## src/logic/cmd_page_pkg.sv

```systemverilog
// shared constants for the page-0 command and status register bank
// assumes a simple internal register strobe interface from the host-interface logic
package cmd_page_pkg;
  // register offsets within a page
  localparam logic [5:0] PAGE_SEL_ADDR = 6'h00;
  localparam logic [5:0] CMD_CTRL_ADDR = 6'h01;
  localparam logic [5:0] COMM_IEN_ADDR = 6'h02;
  // reset values
  localparam logic [7:0] PAGE_SEL_RST  = 8'h00;
  localparam logic [7:0] CMD_CTRL_RST  = 8'h20;
  localparam logic [7:0] COMM_IEN_RST  = 8'h80;
  // field positions
  localparam int PAGE_OVR_BIT  = 7;
  localparam int RCV_OFF_BIT   = 5;
  localparam int SLEEP_BIT     = 4;
  localparam int IRQ_INV_BIT   = 7;
  // writable masks; other bits are reserved and read zero
  localparam logic [7:0] PAGE_SEL_MASK = 8'h83;
  localparam logic [7:0] CMD_CTRL_MASK = 8'h3f;
  // command codes
  localparam logic [3:0] CMD_IDLE         = 4'h0;
  localparam logic [3:0] CMD_SOFT_RESTART = 4'hf;
endpackage

```

## src/logic/command_status_page_regs.sv

```systemverilog
// page-0 registers: page select, command control, communication interrupt enable
// assumes host-interface logic presents decoded, synchronous register strobes
// Operation
// - page override on: page number forms address bits 5 and 4
// - page override off: internal latch alone forms the whole address
// - page number ignored while page override is clear
// - command register resets to 20h
// - receiver off bit drives analog receiver power-down output
// - writing 1 to sleep bit enters soft power-down
// - writing 0 starts wake-up; bit reads 1 until wake-up completes
// - sleep bit cannot be set while soft restart command runs
// - host writes command code; read returns currently executing command
// - command engine returns command field to idle on completion
// - invert bit selects interrupt pin polarity against combined flag
// - enable register resets to 80h, pin released after reset when open-drain (push-pull drives it high)
// - drive style selects push-pull or open-drain interrupt pin
// - each communication request reaches the pin only while its enable is set; misc request is not gated
// - reserved bits read zero
module command_status_page_regs
  import cmd_page_pkg::*;
(
  // clock and reset
  input  wire logic       i_clk,
  input  wire logic       i_nrst,
  // register access
  input  wire logic [5:0] i_latch_addr,
  input  wire logic [3:0] i_pin_addr,
  input  wire logic       i_use_pins,
  input  wire logic       i_wr,
  input  wire logic [7:0] i_wdata,
  output logic      [5:0] o_reg_addr,
  output logic      [7:0] o_rdata,
  // command engine
  input  wire logic       i_cmd_done,
  input  wire logic       i_wake_done,
  output logic      [3:0] o_command,
  output logic            o_cmd_start,
  output logic            o_soft_sleep,
  output logic            o_rcv_off,
  // interrupt requests and pin
  input  wire logic [6:0] i_comm_req,
  input  wire logic       i_misc_irq,
  input  wire logic       i_push_pull,
  output logic            o_combined_irq,
  output logic            o_irq_out,
  output logic            o_irq_oe_n
);
  import cmd_page_pkg::*;

  logic [7:0] page_q, page_d;
  logic [7:0] cmd_q, cmd_d;
  logic [7:0] ien_q, ien_d;
  logic       sleep_req_q, sleep_req_d;
  logic       start_q, start_d;
  logic       irq_q, irq_d;
  logic [5:0] addr_low;

  // lower address bits from pins or latch
  assign addr_low = i_use_pins ? {2'b00, i_pin_addr} : i_latch_addr;

  // address formation
  always_comb
  begin
    if (page_q[PAGE_OVR_BIT])
      o_reg_addr = {page_q[1:0], addr_low[3:0]};
    else
      o_reg_addr = i_latch_addr;
  end

  // next register values
  always_comb
  begin
    page_d      = page_q;
    cmd_d       = cmd_q;
    ien_d       = ien_q;
    sleep_req_d = sleep_req_q;
    start_d     = 1'b0;
    if (i_cmd_done)
      cmd_d[3:0] = CMD_IDLE;
    // wake-up done clears the reported bit
    if (!sleep_req_q && i_wake_done)
      cmd_d[SLEEP_BIT] = 1'b0;
    if (i_wr)
    begin
      case (o_reg_addr[3:0])
        PAGE_SEL_ADDR[3:0]: page_d = i_wdata & PAGE_SEL_MASK;
        CMD_CTRL_ADDR[3:0]:
        begin
          cmd_d[RCV_OFF_BIT] = i_wdata[RCV_OFF_BIT];
          cmd_d[3:0] = i_wdata[3:0];
          start_d    = 1'b1;
          if (i_wdata[SLEEP_BIT] && cmd_q[3:0] != CMD_SOFT_RESTART)
          begin
            sleep_req_d      = 1'b1;
            cmd_d[SLEEP_BIT] = 1'b1;
          end
          else if (!i_wdata[SLEEP_BIT])
            // wake-up starts, bit held until done
            sleep_req_d = 1'b0;
        end
        COMM_IEN_ADDR[3:0]: ien_d = i_wdata;
        default: ;
      endcase
    end
    cmd_d = cmd_d & CMD_CTRL_MASK;
  end

  assign irq_d = (|(i_comm_req & ien_q[6:0])) | i_misc_irq;

  // register state
  always_ff @(posedge i_clk)
  begin
    if (!i_nrst)
    begin
      page_q      <= PAGE_SEL_RST;
      cmd_q       <= CMD_CTRL_RST;
      ien_q       <= COMM_IEN_RST;
      sleep_req_q <= 1'b0;
      start_q     <= 1'b0;
      irq_q       <= 1'b0;
    end
    else
    begin
      page_q      <= page_d;
      cmd_q       <= cmd_d;
      ien_q       <= ien_d;
      sleep_req_q <= sleep_req_d;
      start_q     <= start_d;
      irq_q       <= irq_d;
    end
  end

  // readback; reserved bits are zero by mask
  always_comb
  begin
    case (o_reg_addr[3:0])
      PAGE_SEL_ADDR[3:0]: o_rdata = page_q;
      CMD_CTRL_ADDR[3:0]: o_rdata = cmd_q;
      COMM_IEN_ADDR[3:0]: o_rdata = ien_q;
      default:            o_rdata = 8'h00;
    endcase
  end

  assign o_command    = cmd_q[3:0];
  assign o_cmd_start  = start_q;
  assign o_soft_sleep = sleep_req_q;
  assign o_rcv_off    = cmd_q[RCV_OFF_BIT];
  assign o_combined_irq = irq_q;

  // pin drive; open-drain only pulls low, so idle-high with invert gives released
  always_comb
  begin
    o_irq_out = irq_q ^ ien_q[IRQ_INV_BIT];
    if (i_push_pull)
      o_irq_oe_n = 1'b0;
    else
      o_irq_oe_n = o_irq_out;
  end

  a_irq_polarity: assert property (@(posedge i_clk) disable iff (!i_nrst)
    o_irq_out == (o_combined_irq ^ ien_q[IRQ_INV_BIT]))
    else $error("irq pin polarity wrong");
  a_sleep_refused: assert property (@(posedge i_clk) disable iff (!i_nrst)
    (i_wr && o_reg_addr[3:0] == 4'h1 && cmd_q[3:0] == CMD_SOFT_RESTART && !sleep_req_q)
    |=> !sleep_req_q)
    else $error("sleep set during restart");
  a_wake_hold: assert property (@(posedge i_clk) disable iff (!i_nrst)
    ($fell(sleep_req_q) && !i_wake_done) |-> cmd_q[SLEEP_BIT])
    else $error("sleep bit dropped early");
  a_rcv_off: assert property (@(posedge i_clk) disable iff (!i_nrst)
    o_rcv_off == o_rdata[RCV_OFF_BIT] || o_reg_addr[3:0] != 4'h1)
    else $error("receiver off mismatch");
  a_gate_req: assert property (@(posedge i_clk) disable iff (!i_nrst)
    (!(|(i_comm_req & ien_q[6:0])) && !i_misc_irq && ien_q == $past(ien_q)) |=> !irq_q)
    else $error("ungated request reached flag");
  a_page_addr: assert property (@(posedge i_clk) disable iff (!i_nrst)
    page_q[PAGE_OVR_BIT] |-> o_reg_addr[5:4] == page_q[1:0])
    else $error("page bits not applied");
  a_cmd_rsvd: assert property (@(posedge i_clk) disable iff (!i_nrst)
    cmd_q[7:6] == 2'b00 && page_q[6:2] == 5'h00)
    else $error("reserved bits nonzero");
  a_sleep_set: assert property (@(posedge i_clk) disable iff (!i_nrst)
    (i_wr && o_reg_addr[3:0] == 4'h1 && i_wdata[SLEEP_BIT] && cmd_q[3:0] != CMD_SOFT_RESTART)
    |=> (sleep_req_q && cmd_q[SLEEP_BIT]))
    else $error("sleep write not taken");
  // wake done clears the reported bit
  a_wake_clear: assert property (@(posedge i_clk) disable iff (!i_nrst)
    (!sleep_req_q && i_wake_done && !i_wr) |=> !cmd_q[SLEEP_BIT])
    else $error("sleep bit kept after wake");
  // engine completion returns field to idle
  a_cmd_idle: assert property (@(posedge i_clk) disable iff (!i_nrst)
    (i_cmd_done && !i_wr) |=> cmd_q[3:0] == CMD_IDLE)
    else $error("command field not idle");
  a_irq_drive: assert property (@(posedge i_clk) disable iff (!i_nrst)
    i_push_pull |-> !o_irq_oe_n)
    else $error("push-pull pin not driven");
  a_reset_vals: assert property (@(posedge i_clk)
    $past(!i_nrst) |-> cmd_q == 8'h20 && ien_q == 8'h80)
    else $error("reset values wrong");
endmodule

```

## config.mk

```make
export PLATFORM = sky130hd
export DESIGN_NAME = command_status_page_regs
export DESIGN_NICKNAME = d
export VERILOG_FILES = /design/src/logic/cmd_page_pkg.sv /design/src/logic/command_status_page_regs.sv
export SDC_FILE = /design/constraint.sdc
export NUM_CORES = 1
export LEC_CHECK = 0
export BUFFER_PORTS_ARGS = -buffer_cell sky130_fd_sc_hd__buf_2
export CAP_MARGIN = 20
export CELL_PAD_IN_SITES_DETAIL_PLACEMENT = 1
export CELL_PAD_IN_SITES_GLOBAL_PLACEMENT = 1
export CORE_MARGIN = 2
export CORE_UTILIZATION = 35
export DETAILED_ROUTE_END_ITERATION = 6
export PLACE_DENSITY = 0.87
export SYNTH_ARGS = -nofsm -noshare
export SYNTH_HDL_FRONTEND = slang
export SYNTH_SLANG_ARGS = --single-unit
```

## constraint.sdc

```tcl
create_clock -name i_clk -period 2.96 [get_ports i_clk]
set_input_delay 0.148 -clock i_clk [delete_from_list [all_inputs] [get_ports i_clk]]
set_output_delay 0.148 -clock i_clk [all_outputs]
set_load 0.03 [all_outputs]
```

# Word level (Yosys, flattened, before mapping)
# Index checks and enable logic that the tools add are counted.
# totals
word_cells,37
out_inout_bits,24
mem_bits_ro,0
memories,0
latch_bits,0
register_bits,22
input_bits,33
ramBits,0
# classes
reduce_logical,10
n_eq_ne,4
multipliers,0
addsub,0
magnitude_cmp,0
div_mod_pow,0
bitwise,3
n_shift,0
n_mux,12
# op_table
cell,count
8-bit case mux with 3 select lines,1
5-bit 2-to-1 mux,2
4-bit 2-to-1 mux,2
2-bit AND reduction,4
7-bit AND,1
7-bit OR reduction,1
1-bit 2-to-1 mux,6
6-bit 2-to-1 mux,1
"4-bit by 1-bit == test with 1-bit output, second input constant",1
"4-bit by 2-bit == test with 1-bit output, second input constant",1
4-bit zero test,1
"4-bit inequality test, second input constant",1
3-bit AND reduction,1
1-bit logical AND,2
"2-bit by 1-bit inequality test with 1-bit output, second input constant",1
1-bit zero test,1
1-bit OR,1
1-bit bitwise XOR,1

# Longest topological paths before layout
# Gate-level depths: netlist of the first run.
# depth
word_depth,6
depth_mapped,6

# Worst setup path before layout of the first run
# Ideal clock, no wire load.
# synth_path
kind,register to output
from,"register irq_q, in the netlist o_combined_irq"
to,output port o_irq_oe_n
required_time_ns,2.812
path_stages_with_launch,3
slack_ns,1.210
t_arrival_ns,1.602
path_cell_list,dfxtp_1 > xor2_1 > nor2b_1
# synth_between
elab_chain_len,2
# synth_lines
element,line_no,source
"start, declared",command_status_page_regs.sv:55,"logic irq_q, irq_d;"
"start signal, assigned",command_status_page_regs.sv:129,irq_q <= irq_d;
1-bit bitwise XOR,command_status_page_regs.sv:153,o_irq_out = irq_q ^ ien_q[IRQ_INV_BIT];
named net o_irq_out,command_status_page_regs.sv:45,"output logic o_irq_out,"
1-bit 2-to-1 mux,command_status_page_regs.sv:154,if (i_push_pull)
"end, declared",command_status_page_regs.sv:46,output logic o_irq_oe_n
# The timed path passes the listed nets, and every way through them passes these cells.

# Worst setup path after layout of the first run
# layout_path
from,register page_q[7]
to,output port o_rdata[2]
# layout_between
elab_chain_len,3
# layout_lines
element,line_no,source
"start, declared",command_status_page_regs.sv:50,"logic [7:0] page_q, page_d;"
"start signal, assigned",command_status_page_regs.sv:124,page_q <= page_d;
6-bit 2-to-1 mux *,command_status_page_regs.sv:64,if (page_q[PAGE_OVR_BIT])
"4-bit by 2-bit == test with 1-bit output, or another cell as far along",command_status_page_regs.sv:136,case (o_reg_addr[3:0])
8-bit case mux with 3 select lines *,command_status_page_regs.sv:136,
"end, declared",command_status_page_regs.sv:32,"output logic [7:0] o_rdata,"
# Every way passes the cells marked *; elsewhere a longest branch is shown, timed or not.

==> summary.md, run 1 <==
| Metric | Value |
|---|---|
| WP data arrival | 2.11 ns |
| Cell with the most instances after synthesis | nand2_1 |
| Vias in the first global route | 1,136 |
| Worst-Margin Slew | 0.773 ns |
| TritonCTS Sinks | 20 |
| RePlAce Congestion | 0.905 |
| Area contributors post-synth | dfxtp_1, mux2i_1, nand2_1, mux2_2, mux2i_4 |
| Crit path from | page_q[7]$_SDFFE_PN0P_ |
| First-pass DRT Iterations | 4 |
| Syn Nets | 162 |
| Maximum vdd ir drop | 0.000312 V |
| WL/cell | 15.2 um |
| Setup violators final | 0 |
| Hold Path Class | primary input to flop |
| Core area | 3100 um2 |
| R2R Setup Slk | 1.06 ns |
| Synth top area share | 34.4% |
| CP Capture Type | primary output |
| FF+latch count, synth | 20 |
| TritonCTS clock tree | done |
| Yosys top cell by area | dfxtp_1 |
| Outcome | finished clean |
| Setup tns final | 0 ns |
| Fmax | 443 MHz |
| Leak pwr | 0.650 nW |
| Chip width | 61.6 um |
| Grt ovf | 0 |
| DR iter-0 viols | 26 |
| First-pass GRT wire length | 5200 um |
| Post-synth EDFFs | 0 |
| GRT Util Overall | 18.5% |
| Die ar. | 3800 um2 |
| CP endpoint | o_rdata[2] |
| FILL cells | 395 |
| Post-cts hold buffer count | 0 |
| Port bufs | 56 |
| Tcrit/Tclk final | 76.3% |
| Inserted Diodes | 0 |
| Most frequent cells after synthesis | nand2_1, dfxtp_1, mux2i_1 |
| Setup Buffers After CTS | 0 |
| PostCTS Resize Cnt | 0 |
| Initial antenna violation count | 0 |
| Maxcap violations | 0 |
| Die H | 61.6 um |
| Worst EP required | 2.81 ns |
| Clock root buffer | clkbuf_4 |
| Crit path time final | 2.26 ns |
| WS Path Type | flop to primary output |
| Routed Antenna Nets | 0 |
| Max Root-Sink Buffers | 2 |
| FP Rows | 20 |
| Max-slew violations | 0 |
| Slew headroom | 48.5% |
| Worst skew pair latency | 0.30 ns |
| Clock-pin transition on the worst setup and hold timing paths | 0.12 ns |
| PD cells | 405 nW/um2 |
| Pin count of the biggest net entering global routing | 22 |
| CP max FO | 7 |
| Post-Synthesis Cells | 129 |
| Layout Skew | 0.00414 ns |
| Multi-input gate area | 666 um2 |
| Via count | 1,145 |
| Async SR Flop Fraction | 0% |
| Synth unique cells | 38 |
| Post-DP HPWL | 2740 um |
| H-tree depth | 1 |
| Boundary pin count | 57 |
| Synth Cell Area | 1160 um2 |
| Reg area | 400 um2 |
| Layout Nets | 214 |
| Cts bufs inserted | 3 |
| Final hold violation count | 0 |
| RSZ-0062 raised after global routing | no |
| Vias per inst | 5.11 |
| Post-Route WL | 3410 um |
| Worst-case reg-to-reg path depth | 4 |
| Crit path launch type | flop |
| Ys flop type | dfxtp_1 |
| DRC errors left | 0 |
| Yosys warns | 0 |
| Tot Pwr | 599 uW |
| Avg Cell Area, Syn | 9.01 um2 |
| Initial Util | 37.5% |
| Worst r2r src | page_q[7]$_SDFFE_PN0P_ |
| Worst r2r dst | cmd_q[5]$_SDFFE_PN1P_ |
| Layout cells sized above 1 | 40.0% |
| Sequential area share after synthesis | 34.4% |
| Syn-to-layout area delta | 27.0% |
-- layer usage --
layer	global-route usage [%]	up-vias	share of wire, %
li1	-	559	-
met1	22.1	534	42
met2	34.6	48	49
met3	2.10	4	7.2
met4	5.47	0	1.2
met5	0	-	0
-- cell usage in the layout (no fill, tap or decap), drive strengths merged, types with 2 or more instances in the layout --
| cell type | count |
|---|---|
| inv | 5 |
| or3b | 4 |
| nand2 | 32 |
| clkbuf | 3 |
| nor2b | 2 |
| a21oi | 8 |
| a22o | 5 |
| buf | 56 |
| nor2 | 2 |
| and2 | 2 |
| mux2i | 16 |
| o22ai | 2 |
| and4 | 2 |
| mux2 | 4 |
| o32ai | 2 |
| dfxtp | 20 |
-- critical path, stage by stage, from the launching register on --
cell	delay (ns)
dfxtp_1	0.41
a211o_2	0.36
o32ai_1	0.61
a22o_1	0.22
buf_2	0.20
-- cell type report --
| cell class | instances | area share (%) |
|---|---|---|
| clock buffer | 3 | 1.53 |
| clock inverter | 1 | 2.03 |
| inverter | 6 | 1.53 |
| multi-input combinational | 94 | 45.1 |
| sequential | 20 | 27.1 |
| tap | 44 | 3.73 |
| timing repair buffer | 56 | 19.0 |
-- kinds of logic after synthesis --
logic type	synth area share (%)
AO/OA/AOI/OAI	13.7
XOR/XNOR	0.754
buffers and inverters	8.29
flip-flops	34.4
multiplexers	19.8
AND/OR/NAND/NOR	23.0
-- state kept, by name, indices dropped and copies added (netlist names) --
register and flops:
page_q 3, o_cmd_start 1, o_soft_sleep 1, o_combined_irq 1, ien_q 8, cmd_q 6
-- worst min-delay path by stage --
stage	start	to	cells after the start
2_1_floorplan	i_wdata[5]	cmd_q[5]$_SDFFE_PN1P_	2
4_1_cts	i_wdata[5]	cmd_q[5]$_SDFFE_PN1P_	3
6_report	i_wdata[5]	cmd_q[5]$_SDFFE_PN1P_	3
3_3_place_gp	i_wdata[5]	cmd_q[5]$_SDFFE_PN1P_	3
3_5_place_dp	i_wdata[5]	cmd_q[5]$_SDFFE_PN1P_	3
5_1_grt	i_wdata[5]	cmd_q[5]$_SDFFE_PN1P_	3
-- power breakdown --
part / internal, mW / total [mW] / switching, mW
combinational: 0.0380 / 0.0979 / 0.0598
clock: 0.137 / 0.224 / 0.0872
sequential: 0.273 / 0.277 / 0.00355
total: 0.448 / 0.599 / 0.151
-- through the flow --
stage	cell area (um2)	util (%)	hold WS (ns)	instances	worst slack, ns
after floorplan	1160	-	0.276	129	1.21
after global placement	1420	45.9	0.396	220	1.18
after detailed placement	1420	45.9	0.405	220	1.05
after CTS	1480	47.6	0.0667	224	0.685
after global routing	1480	47.6	0.0656	224	0.607
final	1480	47.6	0.0747	224	0.701
Note: power is estimated with default switching activity, not from simulation.
==> inputs of run 2 (changes only) <==
--- a/config.mk
+++ b/config.mk
@@ -5,14 +5,15 @@
 export SDC_FILE = /design/constraint.sdc
 export NUM_CORES = 1
 export LEC_CHECK = 0
+export ABC_AREA = 1
 export BUFFER_PORTS_ARGS = -buffer_cell sky130_fd_sc_hd__buf_2
 export CAP_MARGIN = 20
 export CELL_PAD_IN_SITES_DETAIL_PLACEMENT = 1
 export CELL_PAD_IN_SITES_GLOBAL_PLACEMENT = 1
 export CORE_MARGIN = 2
-export CORE_UTILIZATION = 35
+export CORE_UTILIZATION = 28
 export DETAILED_ROUTE_END_ITERATION = 6
-export PLACE_DENSITY = 0.87
+export PLACE_DENSITY = 0.76
 export SYNTH_ARGS = -nofsm -noshare
 export SYNTH_HDL_FRONTEND = slang
 export SYNTH_SLANG_ARGS = --single-unit
==> constraint.sdc (replaced) <==
create_clock -name i_clk -period 2 [get_ports i_clk]
set_input_delay 0.1 -clock i_clk [delete_from_list [all_inputs] [get_ports i_clk]]
set_output_delay 0.1 -clock i_clk [all_outputs]
set_load 0.03 [all_outputs]
==> run 2 against run 1 <==
Non-clock buffer count did not move. Die area rose by 37%. Critical path depth is 3 higher. Power rose by 51%. Synthesized cell count increased by 50%. First-iteration DRC count up 65%. Clock skew is 0.00091 ns higher. Critical endpoint is now o_rdata[3].
==> summary.md, run 2 <==
| Metric | Value |
|---|---|
| Outcome | finished clean |
| Hold WS | 0.0660 ns (-0.00874 ns) |
| Post-DP HPWL | 3050 um (+11%) |
| Pre-CTS setup slack | 0.201 ns (-0.852 ns) |
| Port bufs | 56 (unchanged) |
| Biggest registers after layout | ien_q: 8 flops, cmd_q: 6 flops, page_q: 3 flops |
| Final instance area | 1630 um2 (+11%) |
| Layout Skew | 0.00504 ns (+0.000905 ns) |
| PD cells | 555 nW/um2 (+37%) |
| Fmax | 558 MHz |
| Largest Register | ien_q |
| TritonCTS Sinks | 20 (unchanged) |
| Min-Delay Path Depth | 3 (unchanged) |
| DR iter-0 viols | 43 (+65%) |
| Hold Path Class | primary input to flop |
| Post-Synthesis Cells | 194 (+50%) |
| Leak pwr | 0.917 nW (+41%) |
| Cell with the most instances after synthesis | nand2_1 |
| DRC errors left | 0 (unchanged) |
| Post-Route WL | 3700 um (+8.4%) |
| Combinational family with the most area after synthesis | simple AND/OR/NAND/NOR gates |
| Largest stage delay, worst path | 0.44 ns (-0.17 ns) |
| Post-DP Area | 1570 um2 (+10%) |
| Max reg flops | 8 (unchanged) |
| HP Start | i_wdata[3] |
| Most common cell after layout, fill and taps aside | buf_2 |
| First-pass DRT Iterations | 4 (unchanged) |
| Post-synth EDFFs | 0 (unchanged) |
| Routed Antenna Nets | 0 (unchanged) |
| Mux cell area share after synthesis | 0% (-20 points) |
| Async SR Flop Fraction | 0% (unchanged) |
| Cts bufs inserted | 3 (unchanged) |
| Worst EP required | 1.90 ns (-0.91 ns) |
| Worst r2r src | page_q[7]$_SDFFE_PN0P_ |
| Clock root buffer | clkbuf_8 |
| Crit path launch type | flop |
| Most frequent cells in the layout | buf_2, nand2_1, inv_1, nor2_1, dfxtp_1 |
| Final WS setup | 0.209 ns (-0.492 ns) |
| Die H | 72.2 um (+17%) |
| Worst-Margin Slew | 0.327 ns (-0.447 ns) |
| Setup violators final | 0 (unchanged) |
| Chip width | 72.2 um (+17%) |
| Setup tns final | 0 ns (unchanged) |
| RePlAce Congestion | 0.810 (-10%) |
| Syn-to-layout area delta | 25.3% |
| CP max FO | 10 (+3) |
| WS Path Type | flop to primary output |
| Worst path most repeated cell | nand2_4 |
| Worst r2r dst | cmd_q[3]$_SDFF_PN0_ |
| Maximum vdd ir drop | 0.000280 V (-10%) |
| Layout Nets | 280 (+31%) |
| Crit path time final | 1.79 ns |
| Area contributors post-synth | dfxtp_1, nand2_1, inv_1, nor2_1, nand3_1 |
| H-tree depth | 1 (unchanged) |
| FP Rows | 24 (+20%) |
| FILL cells | 585 (+48%) |
| Most frequent cells after synthesis | nand2_1, inv_1, nor2_1 |
| Cell Chain, Critical Path | nand3_1, nand2_4, nand2_4, nor2_8, inv_1, o22ai_1, buf_2 |
| First-pass GRT wire length | 6330 um (+22%) |
| Maxcap violations | 0 (unchanged) |
| Yosys top cell by area | dfxtp_1 |
| WP data arrival | 1.69 ns (-0.42 ns) |
| Final hold violation count | 0 (unchanged) |
| Initial Util | 29.5% (-8.0 points) |
| Core area | 4410 um2 (+42%) |
| Die ar. | 5210 um2 (+37%) |
| CP Capture Type | primary output |
| Via count | 1,338 (+17%) |
| Initial antenna violation count | 0 (unchanged) |
| Post-synthesis adder-cell area fraction | 0% (unchanged) |
| Max-slew violations | 0 (unchanged) |
| Sequential area share after synthesis | 30.7% (-3.7 points) |
| Synth unique cells | 21 (-45%) |
| Syn Nets | 227 (+40%) |
| Slowest CP cell | dfxtp_4 |
| XOR/XNOR Fraction of Synth Area | 0% (-0.75 points) |
| Pin count of the biggest net entering global routing | 16 (-27%) |
| Ys flop type | dfxtp_1 |
| Tcrit/Tclk final | 89.6% |
| Crit path from | page_q[7]$_SDFFE_PN0P_ |
| Vias per inst | 4.49 (-12%) |
| Synth Cell Area | 1300 um2 (+12%) |
| FF+latch count, synth | 20 (unchanged) |
| Grt ovf | 0 (unchanged) |
| Boundary pin count | 57 (unchanged) |
| Post-synthesis simple-gate area fraction | 48.0% (+25 points) |
| Avg Cell Area, Syn | 6.71 um2 (-25%) |
| Worst skew pair latency | 0.26 ns (-0.04 ns) |
| Layout cells sized above 1 | 34.6% (-5.4 points) |
| TritonCTS clock tree | done |
| Slew headroom | 78.2% (+30 points) |
| GRT Util Overall | 15.3% (-3.2 points) |
| Yosys warns | 0 (unchanged) |
| Synth Area in Compound Gates | 7.68% (-6.0 points) |
| Synth top area share | 30.7% (-3.7 points) |
| Worst-case reg-to-reg path depth | 9 (+5) |
| R2R Setup Slk | 0.60 ns (-0.46 ns) |
| Setup Buffers After CTS | 0 (unchanged) |
| Inserted Diodes | 0 (unchanged) |
| Vias in the first global route | 1,392 (+23%) |
| Max Root-Sink Buffers | 2 (unchanged) |
| Clock-pin transition on the worst setup and hold timing paths | 0.08 ns (-0.04 ns) |
| Final core occ | 37.0% (-11 points) |
| RSZ-0062 raised after global routing | no |
| WL/cell | 12.4 um (-18%) |
| Hold endpoint | cmd_q[3]$_SDFF_PN0_ |
[run 2: cell count changes after synthesis, moves of 3 or more]
cell and delta:
nor2_1 +24, inv_1 +23, nand2_1 +23, nand3_1 +17
mux2i_1 -14, nand2_2 +10, nand2_4 +6, a22o_1 -5
mux2_2 -4, o21ai_0 +4, or3b_1 -4, a21oi_1 -3
buf_6 +3
[run 2: cell families (layout without fill, tap and decap cells)]
group,count (synthesis),count (layout)
DFF,20,20
and+or+nand+nor,122,122
buffers and inverters,35,87
AOI/OAI and AO/OA,17,17
[run 2: how the worst max path moves through the flow]
stage | end | slack [ns] | depth (start not counted)
2_1_floorplan | o_rdata[4] | 0.22 | 8
3_3_place_gp | o_rdata[4] | 0.22 | 7
3_5_place_dp | o_rdata[4] | 0.20 | 7
4_1_cts | o_rdata[3] | 0.09 | 7
5_1_grt | o_rdata[2] | 0.08 | 7
6_report | o_rdata[3] | 0.21 | 7
[run 2: layout make-up]
| cell class | count | area (um2) | area share, % |
|---|---|---|---|
| multi-input combinational | 139 | 726 | 44.5 |
| sequential | 20 | 404 | 24.8 |
| timing repair buffer | 56 | 280 | 17.2 |
| inverter | 27 | 101 | 6.21 |
| tap | 52 | 65.1 | 3.99 |
| clock buffer | 4 | 55.1 | 3.37 |
[run 2: per-stage QoR]
step / std cells / power [mW]
3_5_place_dp: 294 / 0.609
6_report: 298 / 0.906
5_1_grt: 298 / 0.951
4_1_cts: 298 / 0.922
2_1_floorplan: 194 / 0.540
3_3_place_gp: 294 / 0.606
[run 2: critical path: cells and delay by family, from the launching register on]
kind / cells / cell delay [ns]
AOI/OAI and AO/OA: 1 / 0.19
and+or+nand+nor: 4 / 0.44
buffers and inverters: 2 / 0.36
DFF: 1 / 0.44
[run 2: timing repair]
item / 4_1_cts / 5_1_grt
endpoints found under the setup margin: 7 / 2
hold buffers: 0 / 0
resized for setup: 1 / 1
hold endpoints to repair: 0 / 0
[run 2: report_power, final]
group          internal [mW]  switching (mW)  total, mW
clock network          0.175           0.133      0.308
logic                 0.0625           0.122      0.185
registers              0.406         0.00699      0.413
total                  0.644           0.262      0.906
[run 2: layer usage]
layer | wire length, um | global-route usage (%) | vias to the layer above
met2 | 1810 | 26.1 | 34
met5 | 0 | 0 | -
met1 | 1690 | 20.2 | 606
met3 | 186 | 3.61 | 2
met4 | 8 | 1.89 | 0
li1 | - | - | 696
==> inputs of run 3 (changes only) <==
--- a/config.mk
+++ b/config.mk
@@ -14,6 +14,7 @@
 export CORE_UTILIZATION = 28
 export DETAILED_ROUTE_END_ITERATION = 6
 export PLACE_DENSITY = 0.76
+export RECOVER_POWER = 100
 export SYNTH_ARGS = -nofsm -noshare
 export SYNTH_HDL_FRONTEND = slang
 export SYNTH_SLANG_ARGS = --single-unit
==> run 3 against run 2 <==
Non-clock buffer count unchanged. Critical path type unchanged. Global-route usage unchanged. Sequential power about the same. Largest power group unchanged. Largest cell class unchanged. Register-to-register slack worse by 0.29 ns. Power down 1.1%. Clock power about the same. Combinational power down 5%.
==> summary.md, run 3 (synthesized netlist as in run 2, its figures left out) <==
| Metric | Value |
|---|---|
| Outcome | finished clean |
| Slew headroom | 64.0% (-14 points) |
| Cell Chain, Critical Path | nand2_8, nand2_1, nand2_4, nand2_4, nor2_8, inv_1, o22ai_1, clkbuf_2 |
| RePlAce Congestion | 0.810 (unchanged) |
| Largest Register | ien_q |
| Routed Antenna Nets | 0 (unchanged) |
| Via count | 1,343 (+0.37%) |
| Tcrit/Tclk final | 89.8% (+0.26 points) |
| Multi-input gate area | 684 um2 (-5.7%) |
| Tot Pwr | 895 uW (-1.1%) |
| Worst path most repeated cell | nand2_4 |
| First-pass DRT Iterations | 4 (unchanged) |
| RSZ-0062 raised after global routing | no |
| Worst skew pair latency | 0.26 ns (about the same) |
| Hold Path Class | primary input to flop |
| Final WS setup | 0.204 ns (-0.00512 ns) |
| TritonCTS Sinks | 20 (unchanged) |
| Most frequent cells in the layout | nand2_1, buf_2, inv_1, nor2_1, dfxtp_1 |
| Final core occ | 35.6% (-1.4 points) |
| Layout cells sized above 1 | 26.0% (-8.5 points) |
| Final hold violation count | 0 (unchanged) |
| Crit path launch type | flop |
| WL/cell | 12.5 um (+0.32%) |
| Setup violators final | 0 (unchanged) |
| Hold WS | 0.0602 ns (-0.00571 ns) |
| Maximum vdd ir drop | 0.000280 V (-0.35%) |
| Worst-Margin Slew | 0.539 ns (+0.213 ns) |
| Largest stage delay, worst path | 0.40 ns (-0.04 ns) |
| Reg area | 404 um2 (unchanged) |
| GRT Util Overall | 15.3% (unchanged) |
| Pin count of the biggest net entering global routing | 16 (unchanged) |
| Cts bufs inserted | 3 (unchanged) |
| Most common cell after layout, fill and taps aside | nand2_1 |
| Grt ovf | 0 (unchanged) |
| Syn-to-layout area delta | 20.6% |
| Core area | 4410 um2 (unchanged) |
| Post-Route WL | 3710 um (+0.32%) |
| CP Capture Type | primary output |
| Worst EP required | 1.90 ns (about the same) |
| CP bufs+invs | 2 (unchanged) |
| Post-DP HPWL | 3050 um (unchanged) |
| DRC errors left | 0 (unchanged) |
| Crit path time final | 1.80 ns (+0.00511 ns) |
| Setup tns final | 0 ns (unchanged) |
| Clock root buffer | clkbuf_8 |
| Clock-pin transition on the worst setup and hold timing paths | 0.08 ns (about the same) |
| WP data arrival | 1.70 ns (about the same) |
| CP max FO | 10 (unchanged) |
| FP Rows | 24 (unchanged) |
| Max Root-Sink Buffers | 2 (unchanged) |
| Die ar. | 5210 um2 (unchanged) |
| PD cells | 570 nW/um2 (+2.7%) |
| TritonCTS clock tree | done |
| Cell family with most CP delay | simple AND/OR/NAND/NOR gates |
| Chip width | 72.2 um (unchanged) |
| Vias per inst | 4.51 (+0.37%) |
| First-pass GRT wire length | 6330 um (unchanged) |
| Maxcap violations | 0 (unchanged) |
| FILL cells | 591 (+1.0%) |
| H-tree depth | 1 (unchanged) |
| Boundary pin count | 57 (unchanged) |
| Vias in the first global route | 1,392 (unchanged) |
| DR iter-0 viols | 37 (-14%) |
| Initial antenna violation count | 0 (unchanged) |
| Port bufs | 56 (unchanged) |
| Initial Util | 29.5% (unchanged) |
| Layout Nets | 280 (unchanged) |
| Inserted Diodes | 0 (unchanged) |
| Leak pwr | 0.822 nW (-10%) |
| Layout Skew | 0.00465 ns (-0.000389 ns) |
| Biggest registers after layout | ien_q: 8 flops, cmd_q: 6 flops, page_q: 3 flops |
| WS Path Type | flop to primary output |
| Max-slew violations | 0 (unchanged) |
| Pre-CTS setup slack | 0.201 ns (unchanged) |
| Fmax | 557 MHz (-0.28%) |
| Max reg flops | 8 (unchanged) |
| Die H | 72.2 um (unchanged) |
| Slowest CP cell | dfxtp_4 |
run 3: cell types whose count changed in the layout (fill, tap and decap cells not counted), moves of 3 or more:
cell      previous run  this run
nand2_1             54        58
clkbuf_2             0         7
buf_2               56        33
clkbuf_1             0        16
nand2_4              7         4
run 3: routing by layer:
layer,track usage [%],up-vias,wire (um)
li1,-,697,-
met1,20.2,610,1700
met2,26.1,34,1820
met3,3.61,2,185
met4,1.89,0,8
met5,0,-,0
run 3: timing repair:
| action | 4_1_cts | 5_1_grt |
|---|---|---|
| hold buffers | 0 | 0 |
| resized for setup | 1 | 1 |
| setup buffers | 0 | 0 |
| endpoints found under the setup margin | 7 | 2 |
run 3: worst paths after layout:
check                          from               endpoint  slack, ns  cells past startpoint
min                      i_wdata[3]    cmd_q[3]$_SDFF_PN0_       0.06                      3
max          page_q[7]$_SDFFE_PN0P_             o_rdata[3]       0.20                      8
max reg2reg  page_q[7]$_SDFFE_PN0P_    cmd_q[2]$_SDFF_PN0_       0.31                      8
min reg2reg   ien_q[7]$_SDFFE_PN1P_  ien_q[7]$_SDFFE_PN1P_       0.48                      2
run 3: power breakdown:
| group | internal [mW] | switching [mW] | total [mW] |
|---|---|---|---|
| sequential | 0.406 | 0.00713 | 0.413 |
| clock | 0.175 | 0.132 | 0.308 |
| combinational | 0.0570 | 0.118 | 0.175 |
| total | 0.638 | 0.257 | 0.895 |
run 3: per-stage QoR:
| step | cell area [um2] | std cells |
|---|---|---|
| finish | 1570 | 298 |
| global route | 1570 | 298 |
| CTS | 1630 | 298 |
| detailed placement | 1570 | 294 |
| global placement | 1570 | 294 |
| floorplan | 1300 | 194 |
run 3: layout make-up:
| class | instances | area share [%] |
|---|---|---|
| inverters | 27 | 6.45 |
| flip-flops and latches | 20 | 25.7 |
| multi-input cells | 139 | 43.6 |
| well taps | 52 | 4.14 |
| clock buffers | 4 | 3.51 |
| repair buffers | 56 | 16.6 |
run 3: worst min-delay path, cell delays in order:
cell	delay, ns
buf_2	0.09
nand2_1	0.05
nand2_1	0.05
